File: src/ird_pkg.sv
// constants for the interrupt, tone-result and indirect-access register slice
// Function
// - A hook change during calibration sets status three bit 2.
// - A pending flag holds until a one is written to it; zero keeps it.
// - Finishing an indirect read or write sets status three bit 1.
// - Pending flags read 1 when pending; status three bit 0 marks a key.
// - An enable bit of 0 masks its event; 1 lets it raise the interrupt.
// - Enable one masks the metering, ringing and two oscillator timers.
// - Enable two masks six power alarms, loop closure and ring trip.
// - Enable three masks calibration, indirect-done and key; 7..3 read 0.
// - Decoder status bit 4 reads 1 while a valid key is being detected.
// - Decoder status bits 3..0 carry the decoded key code.
// - Data write then address write stores the data at the next tick.
// - An address write alone reloads the data port at the next tick.
// - The busy flag reads 1 while an indirect access is outstanding.
// - Status one and two lay out their pending flags like the enables.
`default_nettype none
package ird_pkg;
  localparam logic [6:0] OFS_PEND_ONE    = 7'h12;
  localparam logic [6:0] OFS_PEND_TWO    = 7'h13;
  localparam logic [6:0] OFS_PEND_THREE  = 7'h14;
  localparam logic [6:0] OFS_MASK_ONE    = 7'h15;
  localparam logic [6:0] OFS_MASK_TWO    = 7'h16;
  localparam logic [6:0] OFS_MASK_THREE  = 7'h17;
  localparam logic [6:0] OFS_KEY_RESULT  = 7'h18;
  localparam logic [6:0] OFS_DATA_LOW    = 7'h1c;
  localparam logic [6:0] OFS_ADDR_PORT   = 7'h1e;
  localparam logic [6:0] OFS_BUSY_STATUS = 7'h1f;

  localparam int         BIT_TONE_KEY    = 0;
  localparam int         BIT_IND_DONE    = 1;
  localparam int         BIT_CAL_ERR     = 2;
  localparam int         BIT_TONE_DETECT = 4;
  localparam int         P3_W            = 3;

  localparam logic [7:0] RST_BYTE        = 8'h00;
  localparam logic [2:0] RST_P3          = 3'h0;

  localparam int         CMD_RD_BIT      = 7;
  localparam logic [4:0] BITS_CMD        = 5'h08;
  localparam logic [4:0] BITS_FRAME      = 5'h10;

  localparam int         CLK_HZ          = 20000000;
  localparam int         UPD_RATE_HZ     = 16000;
  localparam int         UPD_CYC         = CLK_HZ / UPD_RATE_HZ;
  localparam logic [10:0] UPD_LAST       = 11'(UPD_CYC - 1);

  typedef enum logic [1:0] {
    SPI_IDLE = 2'b00,
    SPI_CMD  = 2'b01,
    SPI_DATA = 2'b11
  } ird_spi_state_t;
endpackage : ird_pkg
`default_nettype wire

File: src/ird_regs.sv
// interrupt status/enable, tone result and indirect data port registers
`default_nettype none
module ird_regs
  import ird_pkg::*;
(
  input  wire logic       CLK,
  input  wire logic       RESET_N,
  input  wire logic       SCLK,
  input  wire logic       CS_N,
  input  wire logic       SDI,
  output logic            SDO,
  output logic            SDO_OE,
  input  wire logic [7:0] TIMER_EVT,
  input  wire logic [7:0] ALARM_EVT,
  input  wire logic       HOOK_STATE,
  input  wire logic       CAL_ACTIVE,
  input  wire logic       TONE_DETECT,
  input  wire logic [3:0] TONE_CODE,
  output logic            INT_N
);
  logic [6:0] addr;
  logic       wr_stb;
  logic [7:0] wr_data;
  logic [7:0] rd_data;

  ird_spi_port u_spi (
    .clk      (CLK),
    .reset_n  (RESET_N),
    .sclk_pin (SCLK),
    .cs_n_pin (CS_N),
    .sdi_pin  (SDI),
    .rd_data  (rd_data),
    .sdo      (SDO),
    .sdo_oe   (SDO_OE),
    .addr     (addr),
    .wr_stb   (wr_stb),
    .wr_data  (wr_data)
  );

  logic [7:0]     pend1_r, pend2_r, mask1_r, mask2_r;
  logic [P3_W-1:0] pend3_r, mask3_r;
  logic [7:0]     data_r, addr_port_r;
  logic           busy_r, data_wr_r, hook_d_r, tone_d_r;
  logic [10:0]    tick_cnt_r;
  logic [10:0]    busy_age_r;
  logic [7:0]     mem [0:255];

  function automatic logic hit(input logic [6:0] a, input logic [6:0] ofs);
    hit = (a == ofs);
  endfunction : hit

  wire w_p1 = wr_stb & hit(addr, OFS_PEND_ONE);
  wire w_p2 = wr_stb & hit(addr, OFS_PEND_TWO);
  wire w_p3 = wr_stb & hit(addr, OFS_PEND_THREE);
  wire w_m1 = wr_stb & hit(addr, OFS_MASK_ONE);
  wire w_m2 = wr_stb & hit(addr, OFS_MASK_TWO);
  wire w_m3 = wr_stb & hit(addr, OFS_MASK_THREE);
  wire w_dl = wr_stb & hit(addr, OFS_DATA_LOW);
  wire w_ap = wr_stb & hit(addr, OFS_ADDR_PORT);

  wire tick = (tick_cnt_r == UPD_LAST);
  wire serv = tick & busy_r & ~w_ap;

  // event sources for status three
  wire cal_err_evt = CAL_ACTIVE & (HOOK_STATE ^ hook_d_r);
  wire tone_evt    = TONE_DETECT & ~tone_d_r;
  logic [P3_W-1:0] set3;
  assign set3[BIT_CAL_ERR]  = cal_err_evt;
  assign set3[BIT_IND_DONE] = serv;
  assign set3[BIT_TONE_KEY] = tone_evt;

  // a set in the same cycle as a clearing write wins
  wire [7:0] clr1 = w_p1 ? wr_data : RST_BYTE;
  wire [7:0] clr2 = w_p2 ? wr_data : RST_BYTE;
  wire [P3_W-1:0] clr3 = w_p3 ? wr_data[P3_W-1:0] : RST_P3;
  wire [7:0] pend1_nxt = (pend1_r & ~clr1) | TIMER_EVT;
  wire [7:0] pend2_nxt = (pend2_r & ~clr2) | ALARM_EVT;
  wire [P3_W-1:0] pend3_nxt = (pend3_r & ~clr3) | set3;

  // mask bits line up with pending bits position for position
  wire irq_any = |(pend1_r & mask1_r) | |(pend2_r & mask2_r)
               | |(pend3_r & mask3_r);

  always_ff @(posedge CLK or negedge RESET_N) begin
    if (!RESET_N) begin
      pend1_r <= RST_BYTE;
      pend2_r <= RST_BYTE;
      pend3_r <= RST_P3;
      mask1_r <= RST_BYTE;
      mask2_r <= RST_BYTE;
      mask3_r <= RST_P3;
      INT_N   <= 1'b1;
    end else begin
      pend1_r <= pend1_nxt;
      pend2_r <= pend2_nxt;
      pend3_r <= pend3_nxt;
      if (w_m1) mask1_r <= wr_data;
      if (w_m2) mask2_r <= wr_data;
      if (w_m3) mask3_r <= wr_data[P3_W-1:0];
      INT_N   <= ~irq_any;
    end
  end

  // hook and tone levels come from on-chip logic on this clock
  always_ff @(posedge CLK or negedge RESET_N) begin
    if (!RESET_N) begin
      hook_d_r <= 1'b0;
      tone_d_r <= 1'b0;
    end else begin
      hook_d_r <= HOOK_STATE;
      tone_d_r <= TONE_DETECT;
    end
  end

  // free-running update tick; the 16 kHz grid is shared by all requests
  always_ff @(posedge CLK or negedge RESET_N) begin
    if (!RESET_N) tick_cnt_r <= 11'h000;
    else          tick_cnt_r <= tick ? 11'h000 : tick_cnt_r + 11'h001;
  end

  // age of an outstanding request; a deferred one waits a whole period
  always_ff @(posedge CLK or negedge RESET_N) begin
    if (!RESET_N) busy_age_r <= 11'h000;
    else if (busy_r && !w_ap) busy_age_r <= busy_age_r + 11'h001;
    else busy_age_r <= 11'h000;
  end

  always_ff @(posedge CLK or negedge RESET_N) begin
    if (!RESET_N) begin
      data_r      <= RST_BYTE;
      addr_port_r <= RST_BYTE;
      busy_r      <= 1'b0;
      data_wr_r   <= 1'b0;
    end else begin
      if (w_ap) begin
        addr_port_r <= wr_data;
        busy_r      <= 1'b1;
      end else if (serv) begin
        busy_r      <= 1'b0;
        data_wr_r   <= 1'b0;
        if (!data_wr_r) data_r <= mem[addr_port_r];
      end
      if (w_dl) begin
        data_r    <= wr_data;
        data_wr_r <= 1'b1;
      end
    end
  end

  // memory holds no reset; contents are only defined once written
  always_ff @(posedge CLK) begin
    if (serv && data_wr_r && !w_ap) mem[addr_port_r] <= data_r;
  end

  wire [7:0] key_result = {3'h0, TONE_DETECT, TONE_CODE};

  assign rd_data =
      hit(addr, OFS_PEND_ONE)    ? pend1_r :
      hit(addr, OFS_PEND_TWO)    ? pend2_r :
      hit(addr, OFS_PEND_THREE)  ? {5'h00, pend3_r} :
      hit(addr, OFS_MASK_ONE)    ? mask1_r :
      hit(addr, OFS_MASK_TWO)    ? mask2_r :
      hit(addr, OFS_MASK_THREE)  ? {5'h00, mask3_r} :
      hit(addr, OFS_KEY_RESULT)  ? key_result :
      hit(addr, OFS_DATA_LOW)    ? data_r :
      hit(addr, OFS_ADDR_PORT)   ? addr_port_r :
      hit(addr, OFS_BUSY_STATUS) ? {7'h00, busy_r} : RST_BYTE;
endmodule : ird_regs
`default_nettype wire

File: src/ird_spi_port.sv
// serial control port: command byte then data byte, msb first
`default_nettype none
module ird_spi_port
  import ird_pkg::*;
(
  input  wire logic       clk,
  input  wire logic       reset_n,
  input  wire logic       sclk_pin,
  input  wire logic       cs_n_pin,
  input  wire logic       sdi_pin,
  input  wire logic [7:0] rd_data,
  output logic            sdo,
  output logic            sdo_oe,
  output logic [6:0]      addr,
  output logic            wr_stb,
  output logic [7:0]      wr_data
);
  logic [2:0]     s1_r, s2_r;
  logic           sclk_d_r;
  ird_spi_state_t st_r, st_nxt;
  logic [4:0]     cnt_r;
  logic [7:0]     sh_r, cmd_r, tx_r;
  logic           wr_stb_r;
  logic [7:0]     wr_data_r;

  // two flops on every pin; the second stage is looked at, and sclk gets a third flop for edge detection
  always_ff @(posedge clk or negedge reset_n) begin
    if (!reset_n) begin
      s1_r     <= 3'h2;
      s2_r     <= 3'h2;
      sclk_d_r <= 1'b0;
    end else begin
      s1_r     <= {sclk_pin, cs_n_pin, sdi_pin};
      s2_r     <= s1_r;
      sclk_d_r <= s2_r[2];
    end
  end

  wire       sclk_s = s2_r[2];
  wire       cs_s   = ~s2_r[1];
  wire       sdi_s  = s2_r[0];
  wire       rise   = cs_s & sclk_s & ~sclk_d_r;
  wire       fall   = cs_s & ~sclk_s & sclk_d_r;
  wire [4:0] cnt_up = cnt_r + 5'h01;
  wire [7:0] sh_in  = {sh_r[6:0], sdi_s};
  wire       is_rd  = cmd_r[CMD_RD_BIT];

  always_comb begin
    st_nxt = st_r;
    unique case (st_r)
      SPI_IDLE: if (cs_s) st_nxt = SPI_CMD;
      SPI_CMD:  if (!cs_s) st_nxt = SPI_IDLE;
                else if (rise && cnt_up == BITS_CMD) st_nxt = SPI_DATA;
      SPI_DATA: if (!cs_s) st_nxt = SPI_IDLE;
      default:  st_nxt = SPI_IDLE;
    endcase
  end

  always_ff @(posedge clk or negedge reset_n) begin
    if (!reset_n) begin
      st_r      <= SPI_IDLE;
      cnt_r     <= 5'h00;
      sh_r      <= RST_BYTE;
      cmd_r     <= RST_BYTE;
      tx_r      <= RST_BYTE;
      wr_stb_r  <= 1'b0;
      wr_data_r <= RST_BYTE;
    end else begin
      st_r     <= st_nxt;
      wr_stb_r <= 1'b0;
      if (!cs_s) begin
        cnt_r <= 5'h00;
      end else if (rise) begin
        cnt_r <= cnt_up;
        sh_r  <= sh_in;
        if (cnt_up == BITS_CMD) cmd_r <= sh_in;
        if (cnt_up == BITS_FRAME && !is_rd) begin
          wr_stb_r  <= 1'b1;
          wr_data_r <= sh_in;
        end
      end
      // read data is taken on the falling edge after the command byte
      if (fall && st_r == SPI_DATA) begin
        tx_r <= (cnt_r == BITS_CMD) ? rd_data : {tx_r[6:0], 1'b0};
      end
    end
  end

  assign addr    = cmd_r[6:0];
  assign wr_stb  = wr_stb_r;
  assign wr_data = wr_data_r;
  assign sdo     = tx_r[7];
  assign sdo_oe  = cs_s & (st_r == SPI_DATA) & is_rd;
endmodule : ird_spi_port
`default_nettype wire

File: config.mk
export PLATFORM = sky130hd
export DESIGN_NAME = ird_regs
export DESIGN_NICKNAME = d
export VERILOG_FILES = /design/src/ird_pkg.sv /design/src/ird_regs.sv /design/src/ird_spi_port.sv
export SDC_FILE = /design/constraint.sdc
export NUM_CORES = 2
export LEC_CHECK = 0
export CAP_MARGIN = 20
export CORE_MARGIN = 1
export CORE_UTILIZATION = 55
export DETAILED_ROUTE_END_ITERATION = 10
export DONT_BUFFER_PORTS = 1
export GPL_ROUTABILITY_DRIVEN = 0
export HOLD_SLACK_MARGIN = 0.05
export MAX_ROUTING_LAYER = met4
export PLACE_DENSITY = 0.77
export SKIP_CTS_REPAIR_TIMING = 1
export SKIP_LAST_GASP = 1
export SYNTH_ARGS = -nofsm -noshare
export SYNTH_HDL_FRONTEND = slang
export SYNTH_SLANG_ARGS = --single-unit
File: constraint.sdc
create_clock -name CLK -period 6.9 [get_ports CLK]
set_input_delay 0.69 -clock CLK [delete_from_list [all_inputs] [get_ports CLK]]
set_output_delay 0.69 -clock CLK [all_outputs]
set_load 0.03 [all_outputs]
==> out/metrics.yaml <==
outcome:
  outcome: "finished clean"
pwr:
  peakVddDrop_mv: 0.205
  p_per_area_mw_per_mm2: 269
  power.total_uw: 25300
  leakagePower_uw: 0.0237
clocking:
  cts_sinks: 2164
  cts_tree: "done"
  htreeDepth: 4
  worst_skew_pair.late_latency_ns: 0.85
  cts_buffer_depth: 3
  clkSlewWorstSetupHoldPaths_ns: 0.06
  clock-root-buffer: "clkbuf_16"
  cts_buffers: 203
finish:
  fillCellCount: 9971
  drive_gt1_frac: 0.209
  multi_input_area_mm2: 0.0193
  fin_util: 0.616
  fin_nets: 4385
  area_growth_pct: 10.7
  stdcell_count: 6567
  final-seq-area_mm2: 0.0645
worst_setup_path:
  crit_type: "register to register"
  start_kind: "register"
  crit_required_ns: 7.35
  arrival_ns: 5.79
  crit_fanout: 22
  worst_setup_path_end_kind: "register"
yosys:
  synth_area_leaders: "edfxtp_1 72%, mux4_2 13%, dfrtp_1 3.3%, mux2i_1 2.0%, nor2_1 1.4%"
  synth_edf_count: 2048
  yosys-mux-area-fraction: 0.152
  synth_top_area_frac: 0.724
  ys_warn_count: 0
  syn_area_mm2: 0.0850
  synth_xor_area_frac: 0.00134
  yosys-top-cells-count: "2048 x edfxtp_1, 476 x mux4_2, 322 x nor2_1"
  synth.largest_area_cell: "edfxtp_1"
  synthAdderAreaFrac: 0.000736
  synthCells: 4274
  ys_seq_elements: 2164
  synthSimpleGateAreaFrac: 0.0399
  syn_nets: 4307
  ys_seq_area_frac: 0.758
  synthFlopType: "edfxtp_1"
  synth_compound_area_frac: 0.0331
  synth_top_family_by_area: "multiplexers"
  yosysMostFrequentCell: "edfxtp_1"
  async_reset_ff_frac: 0.0536
  syn_area_per_cell_um2: 19.9
  ys_types: 85
timing:
  final.setup.tns_ns: 0
  whs_ns: 0.113
  hold_viol_final: 0
  period_share: 0.773
  maxSlewHeadroom: 0.156
  skew_ns: 0.0337
  worstMarginPinSlew_ns: 1.26
  setup_viol: 0
  slew_viol_final: 0
  rsz0062_at_grt: "false"
  max_freq_mhz: 187
  final.min_clock_period_ns: 5.34
drt:
  wire_per_inst_um: 34.9
  drtIter0Drc: 7925
  vias: 45587
  drc: 0
  first_pass_iters: 6
  via_per_inst: 6.94
  ant_nets: 0
  finalWirelength_mm: 229
global_routing:
  antenna_found_initial: 12
  grt_max_degree: 211
  gr-usage-all-layers: 0.304
  grt_pass1_vias: 44127
  gr-total-overflow: 0
  grt_pass1_wl_mm: 326
min_path:
  hold_path.class: "input pin to register"
placed_design:
  portBuffers: 0
  dp_hpwl_mm: 136
  dp.cells: 6152
floorplanning:
  die_area_mm2: 0.156
  die_x_um: 395
  initial_core_util: 0.557
  fp.dieH_um: 395
  rows: 143
  core_area_mm2: 0.153
  io_pins: 31
flow_run:
  cap_violations: 0
[flip-flops by register name, summed over array words and instances, names as in the netlist, 8 cells and up]
register / cells
mem: 2048
tick_cnt_r: 11
addr_port_r: 8
data_r: 8
mask1_r: 8
mask2_r: 8
pend1_r: 8
pend2_r: 8
u_spi.cmd_r: 8
u_spi.tx_r: 8
u_spi.wr_data: 8
[area by class of cell]
type	instances	area share
Multi-Input combinational cell	1851	0.206
Antenna cell	14	0.000372
Sequential cell	2164	0.685
Tap cell	2030	0.0270
Clock buffer	256	0.0573
Clock inverter	120	0.0120
Inverter	17	0.000732
Timing Repair Buffer	115	0.0116
[metal layers]
layer / up-vias / global-route usage / routed length, um
li1: 17695 / - / -
met1: 23295 / 0.403 / 79200
met2: 3922 / 0.435 / 105000
met3: 675 / 0.0840 / 32600
met4: 0 / 0.153 / 12900
met5: - / - / 0
[per-stage QoR]
stage                     setup slack, ns  area, um2
after CTS                            1.79      93700
after global placement               1.93      87200
final                                1.56      94100
after floorplan                      2.38      85000
after detailed placement             1.85      87200
after global routing                 1.60      94000
[worst max-delay path, cell delays in order (launching register included)]
cell	delay, ns
dfrtp_1	0.42
or4b_4	0.54
nor4b_4	0.47
nor3b_2	0.36
and2_2	0.91
nand3_1	1.20
nor2_1	1.01
[path summary, 6_finish.rpt]
path                                 end  depth (start not counted)  slack (ns)           from
max                          mem[110][6]                          6        1.56  tick_cnt_r[3]
min                           pend3_r[2]                          2        0.11     HOOK_STATE
max reg2reg                  mem[110][6]                          6        1.56  tick_cnt_r[3]
min reg2reg                u_spi.s2_r[1]                          0        0.36  u_spi.s1_r[1]
max in group asynchronous      data_r[4]                          2        5.88        RESET_N
min in group asynchronous     mask1_r[3]                          2        0.46        RESET_N
[kinds of logic after synthesis]
kind of cell,count (synthesis)
adder cells (fa/ha/maj),5
AND/OR/NAND/NOR,746
XOR/XNOR,13
flip-flops,2164
buffers and inverters,259
multiplexers,687
AO/OA/AOI/OAI,400
[power breakdown]
part	internal, uW	switching (uW)	total [uW]
Clock	6200	4840	11000
Sequential	14200	20.1	14200
Combinational	25.7	23.8	49.6
[cells in the final DEF (no fill, tap or decap), drive strengths merged, types with 9 or more instances in the layout]
cell type       n
a211oi         15
a21o           21
a21oi          67
a221oi         11
a22o           19
a22oi         100
a31oi          23
a32oi          10
and2           10
buf            92
bufinv         18
clkbuf        256
clkinv         87
dfrtp         113
diode          14
dlygate4sd3    23
edfxtp       2048
inv            26
mux2           43
mux2i         168
mux4          476
nand2         212
nand2b         15
nand3          67
nand4          18
nor2          322
nor2b          18
nor3           18
o2111ai         9
o21ai          41
o22ai          23
Note: power is estimated with default switching activity, not from simulation.
